==> src/logic/trp_pkg.sv <==
// Shared constants, register map and helpers of the torque reference path
package trp_pkg;
  // Register byte addresses, one aligned word each
  localparam logic [7:0] OFS_TQ_SRC = 8'h00;
  localparam logic [7:0] OFS_SETPOINT = 8'h04;
  localparam logic [7:0] OFS_A_OFF = 8'h08;
  localparam logic [7:0] OFS_A_TAU = 8'h0C;
  localparam logic [7:0] OFS_A_DEAD = 8'h10;
  localparam logic [7:0] OFS_A_DRIFT = 8'h14;
  localparam logic [7:0] OFS_B_OFF = 8'h18;
  localparam logic [7:0] OFS_B_TAU = 8'h1C;
  localparam logic [7:0] OFS_B_DEAD = 8'h20;
  localparam logic [7:0] OFS_B_DRIFT = 8'h24;
  localparam logic [7:0] OFS_FS_SPEED = 8'h28;
  localparam logic [7:0] OFS_FS_TORQUE = 8'h2C;
  localparam logic [7:0] OFS_TQ_TAU = 8'h30;
  localparam logic [7:0] OFS_LIM_SRC = 8'h34;
  localparam logic [7:0] OFS_FWD_LIM = 8'h38;
  localparam logic [7:0] OFS_REV_LIM = 8'h3C;
  localparam logic [7:0] OFS_DO_FUNC = 8'h40;
  localparam logic [7:0] OFS_MON_A = 8'h44;
  localparam logic [7:0] OFS_MON_B = 8'h48;
  localparam logic [7:0] OFS_STATUS = 8'h4C;
  localparam logic [7:0] OFS_MASK = 8'h50;
  localparam logic [7:0] OFS_TQ_OUT = 8'h54;
  // Reset values
  localparam logic [15:0] RST_AIN_TAU = 16'h00C8;
  localparam logic [15:0] RST_AIN_DEAD = 16'h0014;
  localparam logic [15:0] RST_FS_SPEED = 16'h0BB8;
  localparam logic [15:0] RST_FS_TORQUE = 16'h03E8;
  localparam logic [15:0] RST_TQ_TAU = 16'h0032;
  localparam logic [15:0] RST_LIMIT = 16'h0BB8;
  localparam logic [7:0] RST_DO_FUNC = 8'h8A;
  // Legal ranges, writes are saturated into them; function codes outside are ignored
  localparam logic signed [15:0] TQ_MAX = 16'sh0BB8;
  localparam logic signed [15:0] TQ_MIN = 16'shF448;
  localparam logic signed [15:0] OFF_MAX = 16'sh1388;
  localparam logic signed [15:0] OFF_MIN = 16'shEC78;
  localparam logic signed [15:0] DRIFT_MAX = 16'sh01F4;
  localparam logic signed [15:0] DRIFT_MIN = 16'shFE0C;
  localparam logic signed [15:0] DEAD_MAX = 16'sh03E8;
  localparam logic signed [15:0] FSS_MIN = 16'sh03E8;
  localparam logic signed [15:0] FSS_MAX = 16'sh1194;
  localparam logic signed [15:0] TQTAU_MIN = 16'sh000A;
  localparam logic signed [15:0] TQTAU_MAX = 16'sh09C4;
  localparam logic signed [15:0] ZERO16 = 16'sh0000;
  localparam logic signed [15:0] S16_MAX = 16'sh7FFF;
  localparam logic signed [15:0] S16_MIN = 16'sh8000;
  localparam logic [7:0] DO_FUNC_MIN = 8'h80;
  localparam logic [7:0] DO_FUNC_MAX = 8'h8E;
  localparam logic [7:0] DO_FUNC_TLIMIT = 8'h8A;
  // Millivolts that map to full scale torque
  localparam logic signed [31:0] FULL_SCALE_MV = 32'sh0000_2710;
  // Filter time units in microseconds
  localparam int AIN_TAU_UNIT_US = 1000;
  localparam int TQ_TAU_UNIT_US = 10;
  // Status bit positions
  localparam int STS_LIMIT = 0;
  localparam int STS_REFUSED = 1;
  localparam int STS_W = 2;

  // Clamp a wide signed value into a 16-bit window
  function automatic logic signed [15:0] trp_sat(input logic signed [31:0] v,
                                                 input logic signed [15:0] lo,
                                                 input logic signed [15:0] hi);
    if (v < 32'(lo)) begin
      return lo;
    end else if (v > 32'(hi)) begin
      return hi;
    end
    return v[15:0];
  endfunction : trp_sat

  // Millivolts to tenths of a percent, full scale at ten volts
  function automatic logic signed [15:0] trp_scale(input logic signed [15:0] mv,
                                                   input logic [15:0] fs);
    logic signed [31:0] p;
    p = 32'(mv) * $signed({16'h0000, fs});
    return trp_sat(p / FULL_SCALE_MV, S16_MIN, S16_MAX);
  endfunction : trp_scale
endpackage : trp_pkg

==> src/logic/trp_stream_if.sv <==
// Sample stream between conditioner, filters and the top
`timescale 1ns/100ps
interface trp_stream_if;
  logic signed [15:0] data; // Sample value
  logic valid; // One-cycle strobe
  modport src(output data, output valid);
  modport snk(input data, input valid);
endinterface : trp_stream_if

==> src/logic/trp_top.sv <==
// Torque reference path: source select, analog chain, filter, limit, flags
//
// Functional notes
// - selector 0 internal setpoint, 1 analog A
// - setpoint signed, plus/minus 3000 tenths percent
// - subtract calibrated zero drift per channel
// - subtract programmable offset after drift
// - dead band forces sample to zero
// - first-order filter, time constant milliseconds
// - ten volts maps to programmable torque
// - channel B has its own settings
// - corrected voltages readable as monitors
// - torque command filter in 0.01 units
// - clamp reference whose magnitude exceeds limit
// - one limit active, capped at 3000
// - limit from registers or analog B
// - forward limit register, default 3000
// - reverse limit register, default 3000
// - limit flag on output function 138
//
// Chosen here: register access over APB and the register addresses.
`timescale 1ns/100ps
module trp_top #(
  parameter int SAMPLE_US = 50
) (
  // Clock and reset
  input wire logic pclk,
  input wire logic presetn,
  // APB slave
  input wire logic psel,
  input wire logic penable,
  input wire logic pwrite,
  input wire logic [7:0] paddr,
  input wire logic [31:0] pwdata,
  output logic [31:0] prdata,
  output logic pready,
  output logic pslverr,
  // Analog samples in millivolts
  input wire logic signed [15:0] analog_in_a,
  input wire logic signed [15:0] analog_in_b,
  input wire logic analog_valid,
  // Drive state
  input wire logic motor_running,
  // Torque outputs
  output logic signed [15:0] torque_ref,
  output logic torque_ref_valid,
  output logic torque_limit_do,
  output logic irq
);
  import trp_pkg::*;

  // Divider needs 33 cycles between samples
  if (SAMPLE_US < 1 || SAMPLE_US > 1000) begin : g_bad
    $error("trp_top: SAMPLE_US out of range");
  end

  typedef struct packed {
    logic src_sel; // Torque source
    logic signed [15:0] setpoint; // Internal setpoint
    logic signed [15:0] a_off; // Channel A offset
    logic [15:0] a_tau; // Channel A filter time
    logic [15:0] a_dead; // Channel A dead band
    logic signed [15:0] a_drift; // Channel A drift
    logic signed [15:0] b_off; // Channel B offset
    logic [15:0] b_tau; // Channel B filter time
    logic [15:0] b_dead; // Channel B dead band
    logic signed [15:0] b_drift; // Channel B drift
    logic [15:0] fs_speed; // Speed at ten volts, stored only
    logic [15:0] fs_torque; // Torque at ten volts
    logic [15:0] tq_tau; // Torque filter time
    logic lim_sel; // Limit source
    logic [15:0] fwd_lim; // Forward limit
    logic [15:0] rev_lim; // Reverse limit
    logic [7:0] do_func; // Output function, as written
    logic [7:0] do_live; // Output function in force
    logic do_cap; // Function captured since reset
    logic [STS_W-1:0] status; // Sticky events
    logic [STS_W-1:0] mask; // Interrupt enables
    logic [STS_W-1:0] rd_capt; // Status seen by pending read
    logic [31:0] prdata; // Read data
    logic pready; // Access phase ready
    logic pslverr; // Unmapped address
    logic signed [15:0] ref_in; // Selected reference
    logic ref_vld; // Reference strobe
    logic signed [15:0] tq; // Limited torque
    logic tq_vld; // Torque strobe
    logic lim_hit; // Limit reached
    logic lim_do; // Output pin level
    logic irq; // Interrupt level
  } trp_top_s_t;

  trp_top_s_t r, n;

  // Streams between stages
  trp_stream_if cond_a ();
  trp_stream_if cond_b ();
  trp_stream_if filt_a ();
  trp_stream_if filt_b ();
  trp_stream_if tq_in ();
  trp_stream_if tq_out ();

  logic signed [15:0] mon_a; // Channel A voltage
  logic signed [15:0] mon_b; // Channel B voltage

  // Channel A conditioning and filter
  trp_ain_cond u_cond_a (
    .clk(pclk),
    .rstn(presetn),
    .raw(analog_in_a),
    .raw_valid(analog_valid),
    .drift(r.a_drift),
    .offset(r.a_off),
    .dead(r.a_dead),
    .monitor(mon_a),
    .dout(cond_a.src)
  );
  trp_lpf #(.TS_US(SAMPLE_US), .TAU_UNIT_US(AIN_TAU_UNIT_US)) u_lpf_a (
    .clk(pclk),
    .rstn(presetn),
    .tau(r.a_tau),
    .din(cond_a.snk),
    .dout(filt_a.src)
  );

  // Channel B, same chain with its own settings
  trp_ain_cond u_cond_b (
    .clk(pclk),
    .rstn(presetn),
    .raw(analog_in_b),
    .raw_valid(analog_valid),
    .drift(r.b_drift),
    .offset(r.b_off),
    .dead(r.b_dead),
    .monitor(mon_b),
    .dout(cond_b.src)
  );
  trp_lpf #(.TS_US(SAMPLE_US), .TAU_UNIT_US(AIN_TAU_UNIT_US)) u_lpf_b (
    .clk(pclk),
    .rstn(presetn),
    .tau(r.b_tau),
    .din(cond_b.snk),
    .dout(filt_b.src)
  );

  // Torque command filter, paced by channel A samples
  assign tq_in.data = r.ref_in;
  assign tq_in.valid = r.ref_vld;
  trp_lpf #(.TS_US(SAMPLE_US), .TAU_UNIT_US(TQ_TAU_UNIT_US)) u_lpf_tq (
    .clk(pclk),
    .rstn(presetn),
    .tau(r.tq_tau),
    .din(tq_in.snk),
    .dout(tq_out.src)
  );

  // Bus, registers, selection, limit and flags
  always_comb begin
    logic setup;
    logic wr;
    logic rd;
    logic signed [15:0] wv;
    logic signed [15:0] lim;
    logic signed [15:0] b_tq;
    logic [STS_W-1:0] ev;
    logic hit;
    setup = psel && !penable;
    wr = psel && penable && r.pready && pwrite;
    rd = psel && penable && r.pready && !pwrite;
    wv = $signed(pwdata[15:0]);
    lim = ZERO16;
    b_tq = ZERO16;
    ev = '0;
    hit = 1'b0;
    n = r;
    n.ref_vld = 1'b0;
    n.tq_vld = 1'b0;

    // Output function is taken once per reset, later writes wait
    if (!r.do_cap) begin
      n.do_live = r.do_func;
      n.do_cap = 1'b1;
    end

    // Setup phase: register answer so ready and data come from flops
    n.pready = setup;
    // Error answer stands only beside its ready, never sticky
    n.pslverr = 1'b0;
    if (setup) begin
      n.prdata = 32'h0000_0000;
      n.rd_capt = '0;
      unique case (paddr)
        OFS_TQ_SRC: n.prdata = {31'h0000_0000, r.src_sel};
        OFS_SETPOINT: n.prdata = {16'h0000, r.setpoint};
        OFS_A_OFF: n.prdata = {16'h0000, r.a_off};
        OFS_A_TAU: n.prdata = {16'h0000, r.a_tau};
        OFS_A_DEAD: n.prdata = {16'h0000, r.a_dead};
        OFS_A_DRIFT: n.prdata = {16'h0000, r.a_drift};
        OFS_B_OFF: n.prdata = {16'h0000, r.b_off};
        OFS_B_TAU: n.prdata = {16'h0000, r.b_tau};
        OFS_B_DEAD: n.prdata = {16'h0000, r.b_dead};
        OFS_B_DRIFT: n.prdata = {16'h0000, r.b_drift};
        OFS_FS_SPEED: n.prdata = {16'h0000, r.fs_speed};
        OFS_FS_TORQUE: n.prdata = {16'h0000, r.fs_torque};
        OFS_TQ_TAU: n.prdata = {16'h0000, r.tq_tau};
        OFS_LIM_SRC: n.prdata = {31'h0000_0000, r.lim_sel};
        OFS_FWD_LIM: n.prdata = {16'h0000, r.fwd_lim};
        OFS_REV_LIM: n.prdata = {16'h0000, r.rev_lim};
        OFS_DO_FUNC: n.prdata = {24'h00_0000, r.do_func};
        OFS_MON_A: n.prdata = {16'h0000, mon_a};
        OFS_MON_B: n.prdata = {16'h0000, mon_b};
        OFS_STATUS: begin
          n.prdata = {30'h0000_0000, r.status};
          n.rd_capt = pwrite ? '0 : r.status;
        end
        OFS_MASK: n.prdata = {30'h0000_0000, r.mask};
        OFS_TQ_OUT: n.prdata = {16'h0000, r.tq};
        default: n.pslverr = 1'b1;
      endcase
    end

    // Access phase write, values saturated into their ranges, bad function codes dropped
    if (wr && !r.pslverr) begin
      unique case (paddr)
        OFS_TQ_SRC, OFS_LIM_SRC: begin
          // Source changes only at standstill
          if (motor_running) begin
            ev[STS_REFUSED] = 1'b1;
          end else if (paddr == OFS_TQ_SRC) begin
            n.src_sel = pwdata[0];
          end else begin
            n.lim_sel = pwdata[0];
          end
        end
        OFS_SETPOINT: n.setpoint = trp_sat(32'(wv), TQ_MIN, TQ_MAX);
        OFS_A_OFF: n.a_off = trp_sat(32'(wv), OFF_MIN, OFF_MAX);
        OFS_A_TAU: n.a_tau = pwdata[15:0];
        OFS_A_DEAD: n.a_dead = trp_sat({16'h0000, pwdata[15:0]}, ZERO16, DEAD_MAX);
        OFS_A_DRIFT: n.a_drift = trp_sat(32'(wv), DRIFT_MIN, DRIFT_MAX);
        OFS_B_OFF: n.b_off = trp_sat(32'(wv), OFF_MIN, OFF_MAX);
        OFS_B_TAU: n.b_tau = pwdata[15:0];
        OFS_B_DEAD: n.b_dead = trp_sat({16'h0000, pwdata[15:0]}, ZERO16, DEAD_MAX);
        OFS_B_DRIFT: n.b_drift = trp_sat(32'(wv), DRIFT_MIN, DRIFT_MAX);
        OFS_FS_SPEED: n.fs_speed = trp_sat({16'h0000, pwdata[15:0]}, FSS_MIN, FSS_MAX);
        OFS_FS_TORQUE: n.fs_torque = trp_sat({16'h0000, pwdata[15:0]}, ZERO16, TQ_MAX);
        OFS_TQ_TAU: n.tq_tau = trp_sat({16'h0000, pwdata[15:0]}, TQTAU_MIN, TQTAU_MAX);
        OFS_FWD_LIM: n.fwd_lim = trp_sat({16'h0000, pwdata[15:0]}, ZERO16, TQ_MAX);
        OFS_REV_LIM: n.rev_lim = trp_sat({16'h0000, pwdata[15:0]}, ZERO16, TQ_MAX);
        OFS_DO_FUNC: begin
          // Out-of-range function codes are ignored
          if (pwdata[7:0] >= DO_FUNC_MIN && pwdata[7:0] <= DO_FUNC_MAX) begin
            n.do_func = pwdata[7:0];
          end
        end
        OFS_MASK: n.mask = pwdata[STS_W-1:0];
        default: n.mask = r.mask;
      endcase
    end

    // Reference select on each filtered channel A sample
    if (filt_a.valid) begin
      n.ref_vld = 1'b1;
      n.ref_in = r.src_sel ? trp_scale(filt_a.data, r.fs_torque) : r.setpoint;
    end

    // Active limit: one source, positive magnitude, capped
    b_tq = trp_scale(filt_b.data, r.fs_torque);
    if (r.lim_sel) begin
      lim = trp_sat((b_tq < 0) ? -32'(b_tq) : 32'(b_tq), ZERO16, TQ_MAX);
    end else if (tq_out.data < 0) begin
      lim = $signed(r.rev_lim);
    end else begin
      lim = $signed(r.fwd_lim);
    end

    // Clamp filtered command to the limit
    if (tq_out.valid) begin
      n.tq_vld = 1'b1;
      if (tq_out.data > lim) begin
        n.tq = lim;
      end else if (32'(tq_out.data) < -32'(lim)) begin
        n.tq = -lim;
      end else begin
        n.tq = tq_out.data;
      end
      hit = (tq_out.data >= lim) || (32'(tq_out.data) <= -32'(lim));
      n.lim_hit = hit;
      ev[STS_LIMIT] = hit && !r.lim_hit;
    end
    n.lim_do = n.lim_hit && (r.do_live == DO_FUNC_TLIMIT);

    // Read clears only what it returned; new events win
    n.status = (r.status & ~(rd ? r.rd_capt : '0)) | ev;
    n.irq = |(n.status & r.mask);
  end

  // State register with documented reset values
  always_ff @(posedge pclk or negedge presetn) begin
    if (!presetn) begin
      r <= '0;
      r.a_tau <= RST_AIN_TAU;
      r.a_dead <= RST_AIN_DEAD;
      r.b_tau <= RST_AIN_TAU;
      r.b_dead <= RST_AIN_DEAD;
      r.fs_speed <= RST_FS_SPEED;
      r.fs_torque <= RST_FS_TORQUE;
      r.tq_tau <= RST_TQ_TAU;
      r.fwd_lim <= RST_LIMIT;
      r.rev_lim <= RST_LIMIT;
      r.do_func <= RST_DO_FUNC;
      r.do_live <= RST_DO_FUNC;
    end else begin
      r <= n;
    end
  end

  // Outputs straight from flops
  assign prdata = r.prdata;
  assign pready = r.pready;
  assign pslverr = r.pslverr;
  assign torque_ref = r.tq;
  assign torque_ref_valid = r.tq_vld;
  assign torque_limit_do = r.lim_do;
  assign irq = r.irq;
endmodule : trp_top

==> src/logic/trp_ain_cond.sv <==
// Analog sample conditioning: drift, offset and dead zone
`timescale 1ns/100ps
module trp_ain_cond (
  // Clock and reset
  input wire logic clk,
  input wire logic rstn,
  // Raw sample in millivolts
  input wire logic signed [15:0] raw,
  input wire logic raw_valid,
  // Settings
  input wire logic signed [15:0] drift,
  input wire logic signed [15:0] offset,
  input wire logic [15:0] dead,
  // Outputs
  output logic signed [15:0] monitor,
  trp_stream_if.src dout
);
  import trp_pkg::*;

  typedef struct packed {
    logic signed [15:0] data; // Corrected sample
    logic signed [15:0] mon; // Drift-corrected voltage
    logic vld; // Output strobe
  } trp_cond_t;

  trp_cond_t r, n;

  // Drift, then offset, then dead zone
  always_comb begin
    logic signed [31:0] v1;
    logic signed [31:0] v2;
    logic [31:0] av;
    v1 = 32'sh0000_0000;
    v2 = 32'sh0000_0000;
    av = 32'h0000_0000;
    n = r;
    n.vld = raw_valid;
    if (raw_valid) begin
      v1 = 32'(raw) - 32'(drift);
      n.mon = trp_sat(v1, S16_MIN, S16_MAX);
      v2 = v1 - 32'(offset);
      av = (v2 < 0) ? 32'(-v2) : 32'(v2);
      // Inside the band counts as zero input
      if (av <= 32'(dead)) begin
        n.data = ZERO16;
      end else begin
        n.data = trp_sat(v2, S16_MIN, S16_MAX);
      end
    end
  end

  // State register
  always_ff @(posedge clk or negedge rstn) begin
    if (!rstn) begin
      r <= '0;
    end else begin
      r <= n;
    end
  end

  assign monitor = r.mon;
  assign dout.data = r.data;
  assign dout.valid = r.vld;
endmodule : trp_ain_cond

==> src/logic/trp_lpf.sv <==
// First-order low-pass filter, one serial division per sample
`timescale 1ns/100ps
module trp_lpf #(
  parameter int TS_US = 50,
  parameter int TAU_UNIT_US = 1000
) (
  // Clock and reset
  input wire logic clk,
  input wire logic rstn,
  // Time constant in TAU_UNIT_US steps
  input wire logic [15:0] tau,
  // Streams
  trp_stream_if.snk din,
  trp_stream_if.src dout
);
  import trp_pkg::*;

  localparam logic [31:0] TS_W = 32'(TS_US);
  localparam logic [31:0] TAU_W = 32'(TAU_UNIT_US);

  // Refuse settings the 32-bit divider cannot hold
  if (TS_US < 1 || TS_US > 1000 || TAU_UNIT_US < 1 || TAU_UNIT_US > 1000) begin : g_bad
    $error("trp_lpf: unsupported sample period or time unit");
  end

  typedef enum logic [1:0] {TRP_LPF_IDLE = 2'b00, TRP_LPF_DIV = 2'b01} trp_lpf_st_t;

  typedef struct packed {
    trp_lpf_st_t st; // Divider state
    logic signed [15:0] y; // Filter output
    logic neg; // Error sign
    logic [31:0] num; // Dividend shifter
    logic [31:0] den; // Divisor
    logic [31:0] rem; // Partial remainder
    logic [31:0] quo; // Quotient
    logic [4:0] cnt; // Bit counter
    logic vld; // Output strobe
  } trp_lpf_s_t;

  trp_lpf_s_t r, n;

  // y += (x - y) * Ts / (tau + Ts); tau of zero passes x straight
  always_comb begin
    logic signed [16:0] e;
    logic [16:0] ae;
    logic [31:0] rs;
    logic signed [31:0] ys;
    e = 17'sh00000;
    ae = 17'h00000;
    rs = 32'h0000_0000;
    ys = 32'sh0000_0000;
    n = r;
    n.vld = 1'b0;
    unique case (r.st)
      TRP_LPF_IDLE: begin
        // Samples arriving mid-division are dropped
        if (din.valid) begin
          e = 17'(din.data) - 17'(r.y);
          ae = (e < 0) ? 17'(-e) : 17'(e);
          n.neg = (e < 0);
          n.num = 32'(ae) * TS_W;
          n.den = 32'(tau) * TAU_W + TS_W;
          n.rem = 32'h0000_0000;
          n.quo = 32'h0000_0000;
          n.cnt = 5'h00;
          n.st = TRP_LPF_DIV;
        end
      end
      TRP_LPF_DIV: begin
        rs = {r.rem[30:0], r.num[31]};
        n.num = {r.num[30:0], 1'b0};
        n.quo = {r.quo[30:0], (rs >= r.den)};
        n.rem = (rs >= r.den) ? rs - r.den : rs;
        n.cnt = r.cnt + 5'h01;
        // Last quotient bit: apply the step
        if (r.cnt == 5'h1F) begin
          ys = r.neg ? 32'(r.y) - $signed(n.quo) : 32'(r.y) + $signed(n.quo);
          n.y = trp_sat(ys, S16_MIN, S16_MAX);
          n.vld = 1'b1;
          n.st = TRP_LPF_IDLE;
        end
      end
      default: begin
        n.st = TRP_LPF_IDLE;
      end
    endcase
  end

  // State register
  always_ff @(posedge clk or negedge rstn) begin
    if (!rstn) begin
      r <= '0;
    end else begin
      r <= n;
    end
  end

  assign dout.data = r.y;
  assign dout.valid = r.vld;
endmodule : trp_lpf

==> config.mk <==
export PLATFORM = sky130hd
export DESIGN_NAME = trp_top
export DESIGN_NICKNAME = d
export VERILOG_FILES = /design/src/logic/trp_pkg.sv /design/src/logic/trp_stream_if.sv /design/src/logic/trp_top.sv /design/src/logic/trp_ain_cond.sv /design/src/logic/trp_lpf.sv
export SDC_FILE = /design/constraint.sdc
export NUM_CORES = 2
export LEC_CHECK = 0
export BUFFER_PORTS_ARGS = -buffer_cell sky130_fd_sc_hd__clkbuf_2
export CORE_AREA = 2 2 417 419
export CTS_CLUSTER_SIZE = 16
export DETAILED_ROUTE_END_ITERATION = 10
export DIE_AREA = 0 0 419 421
export PLACE_DENSITY = 0.78
export SETUP_SLACK_MARGIN = 0.15
export SYNTH_ARGS = -nofsm -noshare
export SYNTH_HDL_FRONTEND = slang
export SYNTH_HIERARCHICAL = 1
export SYNTH_SLANG_ARGS = --single-unit
==> constraint.sdc <==
create_clock -name pclk -period 64.8 [get_ports pclk]
set_input_delay 12.96 -clock pclk [delete_from_list [all_inputs] [get_ports pclk]]
set_output_delay 12.96 -clock pclk [all_outputs]
set_load 0.05 [all_outputs]
==> run metrics <==
clock slew at reported path FFs 0.06 ns; IO buf count 99; Post-Route WL 324,000 µm; routed length per instance ~22 µm; Worst Hold Path EP u_lpf_a/r[122]$_DFFE_PN0P_; antenna violations before repair 23; post-layout min period around 37 ns; Syn. warnings 6; NumNets Final 14,000; Final TNS setup 0 ns; IO Pins approximately 130; Post-Syn Area per Cell 8.18 µm²; Arrival @ worst endpoint 37.18 ns; Mapped Cells 12,800; share of layout cells above drive strength 1 roughly 7%; Most Frequent Cell on Critical Path inv_1; maximum buffer depth of the clock tree 3; dpl hpwl 249,000 µm; CTS tree built; Hold WC Path Type reg2reg; Routed Antenna Nets 0; Slew Limit Fails 0; gr usage total between 30 and 40%; Max Fclk 27.4 MHz; Hold Violations, Final 0; Initial Utilization 60.5%; fin crit share a little under three fifths; vias per cell 6.45; Syn Std Cell Area 104,000 µm²; status completed; pin count of the biggest net entering global routing 181; # rows 153; hold path depth 2; Startpoint Class register; first-pass GRT wire length approximately 510,000 µm; core area 172,000 µm²; Required @ worst endpoint 65.48 ns; Worst-Skew Late Latency 0.77 ns; Reg-to-Reg End irq$_DFF_PN0_; first-pass iteration count of the detailed router 7; worst slew pin tran 1.41 ns; height of the die 421 µm; FF-to-FF setup slack 28.29 ns; fill count 14,800; grt ovf 0; DRC errors left 0; worst r2r path cells 107; initial drt markers 9,022; clk_skew 0.0593 ns; critical path's slowest cell dfstp_2; H-tree depth 3; Max stage delay on crit path 1.20 ns; final setup fails 0; die area approximately 180,000 µm²; RSZ-0062 raised after global routing no; CP Capture Type register; clk root buf clkbuf_16; Reg-to-Reg Start r[149]$_DFFE_PN1P_; Max FO, Critical Path 34; cts-stage hold buffer count 0; Hold Startpoint u_lpf_a/r[121]$_DFFE_PN0P_; kind of critical path reg2reg; total number of vias 95,900; cts bufs inserted 93; area of the multi-input gates 77,600 µm²; Slew headroom under 10%; clock sink count 790; count of maximum capacitance violations 0; flip-flop and latch area roughly 20,000 µm²; cts repair resizes 0; Die X around 420 µm; post-CTS setup buffer count 0; vias in the first global route 92,400; gpl congestion between 1 and 1.5; P&R area growth vs syn 4.54%
-- worst max path at each step --
stage / to / slack (ns) / start
4_1_cts: irq$_DFF_PN0_ / 29.19 / r[149]$_DFFE_PN1P_
3_5_place_dp: irq$_DFF_PN0_ / 29.24 / r[149]$_DFFE_PN1P_
3_3_place_gp: irq$_DFF_PN0_ / 29.64 / r[149]$_DFFE_PN1P_
5_1_grt: irq$_DFF_PN0_ / 26.01 / r[149]$_DFFE_PN1P_
6_report: irq$_DFF_PN0_ / 28.29 / r[149]$_DFFE_PN1P_
2_1_floorplan: torque_ref[5]$_DFFE_PN0P_ / 35.56 / u_lpf_b/dout.data[15]$_DFFE_PN0P_
-- layout make-up --
type | count | share of cell area, %
multi-input cells | 10300 | 71.1
clock inverters | 50 | 0.634
flip-flops and latches | 790 | 18.2
repair buffers | 213 | 1.27
inverters | 1104 | 3.80
clock buffers | 122 | 2.34
diodes | 5 | 0.0115
well taps | 2325 | 2.66
-- worst max-delay path: cells and delay by family (launching register included) --
family,cells,cell delay (ns)
xor+xnor,6,2.91
fa+ha+maj,12,5.16
compound gates,37,12.75
flops,1,1.20
simple gates,38,11.49
mux,5,1.74
buf+inv,9,1.06
-- stage by stage --
step | instance area, µm² | setup WS [ns] | util [%] | hold WS (ns) | instances
after floorplan | 104000 | 35.56 | - | 0.352 | 12800
after global placement | 106000 | 29.64 | 61.4 | 0.458 | 14700
after detailed placement | 106000 | 29.24 | 61.4 | 0.464 | 14700
after CTS | 109000 | 29.19 | 63.3 | 0.460 | 14900
after global routing | 109000 | 26.01 | 63.3 | 0.504 | 14900
final | 109000 | 28.29 | 63.3 | 0.460 | 14900
-- state kept, by name, summed over array words and instances, names as in the netlist, 120 cells and up --
| register | flops |
|---|---|
| r | 250 |
| u_lpf_a/r | 125 |
| u_lpf_b/r | 125 |
| u_lpf_tq/r | 120 |
-- metal layers --
metal	vias up	global-route usage [%]	share of wire (%)
met5	-	0	0.055
met4	28	17.5	5.4
met3	804	6.25	7.9
met2	3888	56.8	45
met1	46700	47.1	41
li1	44500	-	-
-- placed cells by master, fill, tap and decap left out, drive strengths merged, types with 109 or more instances in the layout --
cell type,n
clkbuf,220
nand2,1433
nand3,244
xor2,281
nand4,135
ha,915
o21a,118
fa,544
o211ai,123
inv,1107
nor2,747
dfrtp,744
xnor2,596
a31oi,143
a21o,217
a211oi,126
buf,115
a21oi,772
nor3,254
and3,122
o21ai,906
a22oi,131
o31ai,109
nand2b,287
and2,330
nor2b,117
Power is left out: the tool's default activity adds up to more than one toggle a clock period on the data nets, which glitch-free logic cannot reach.
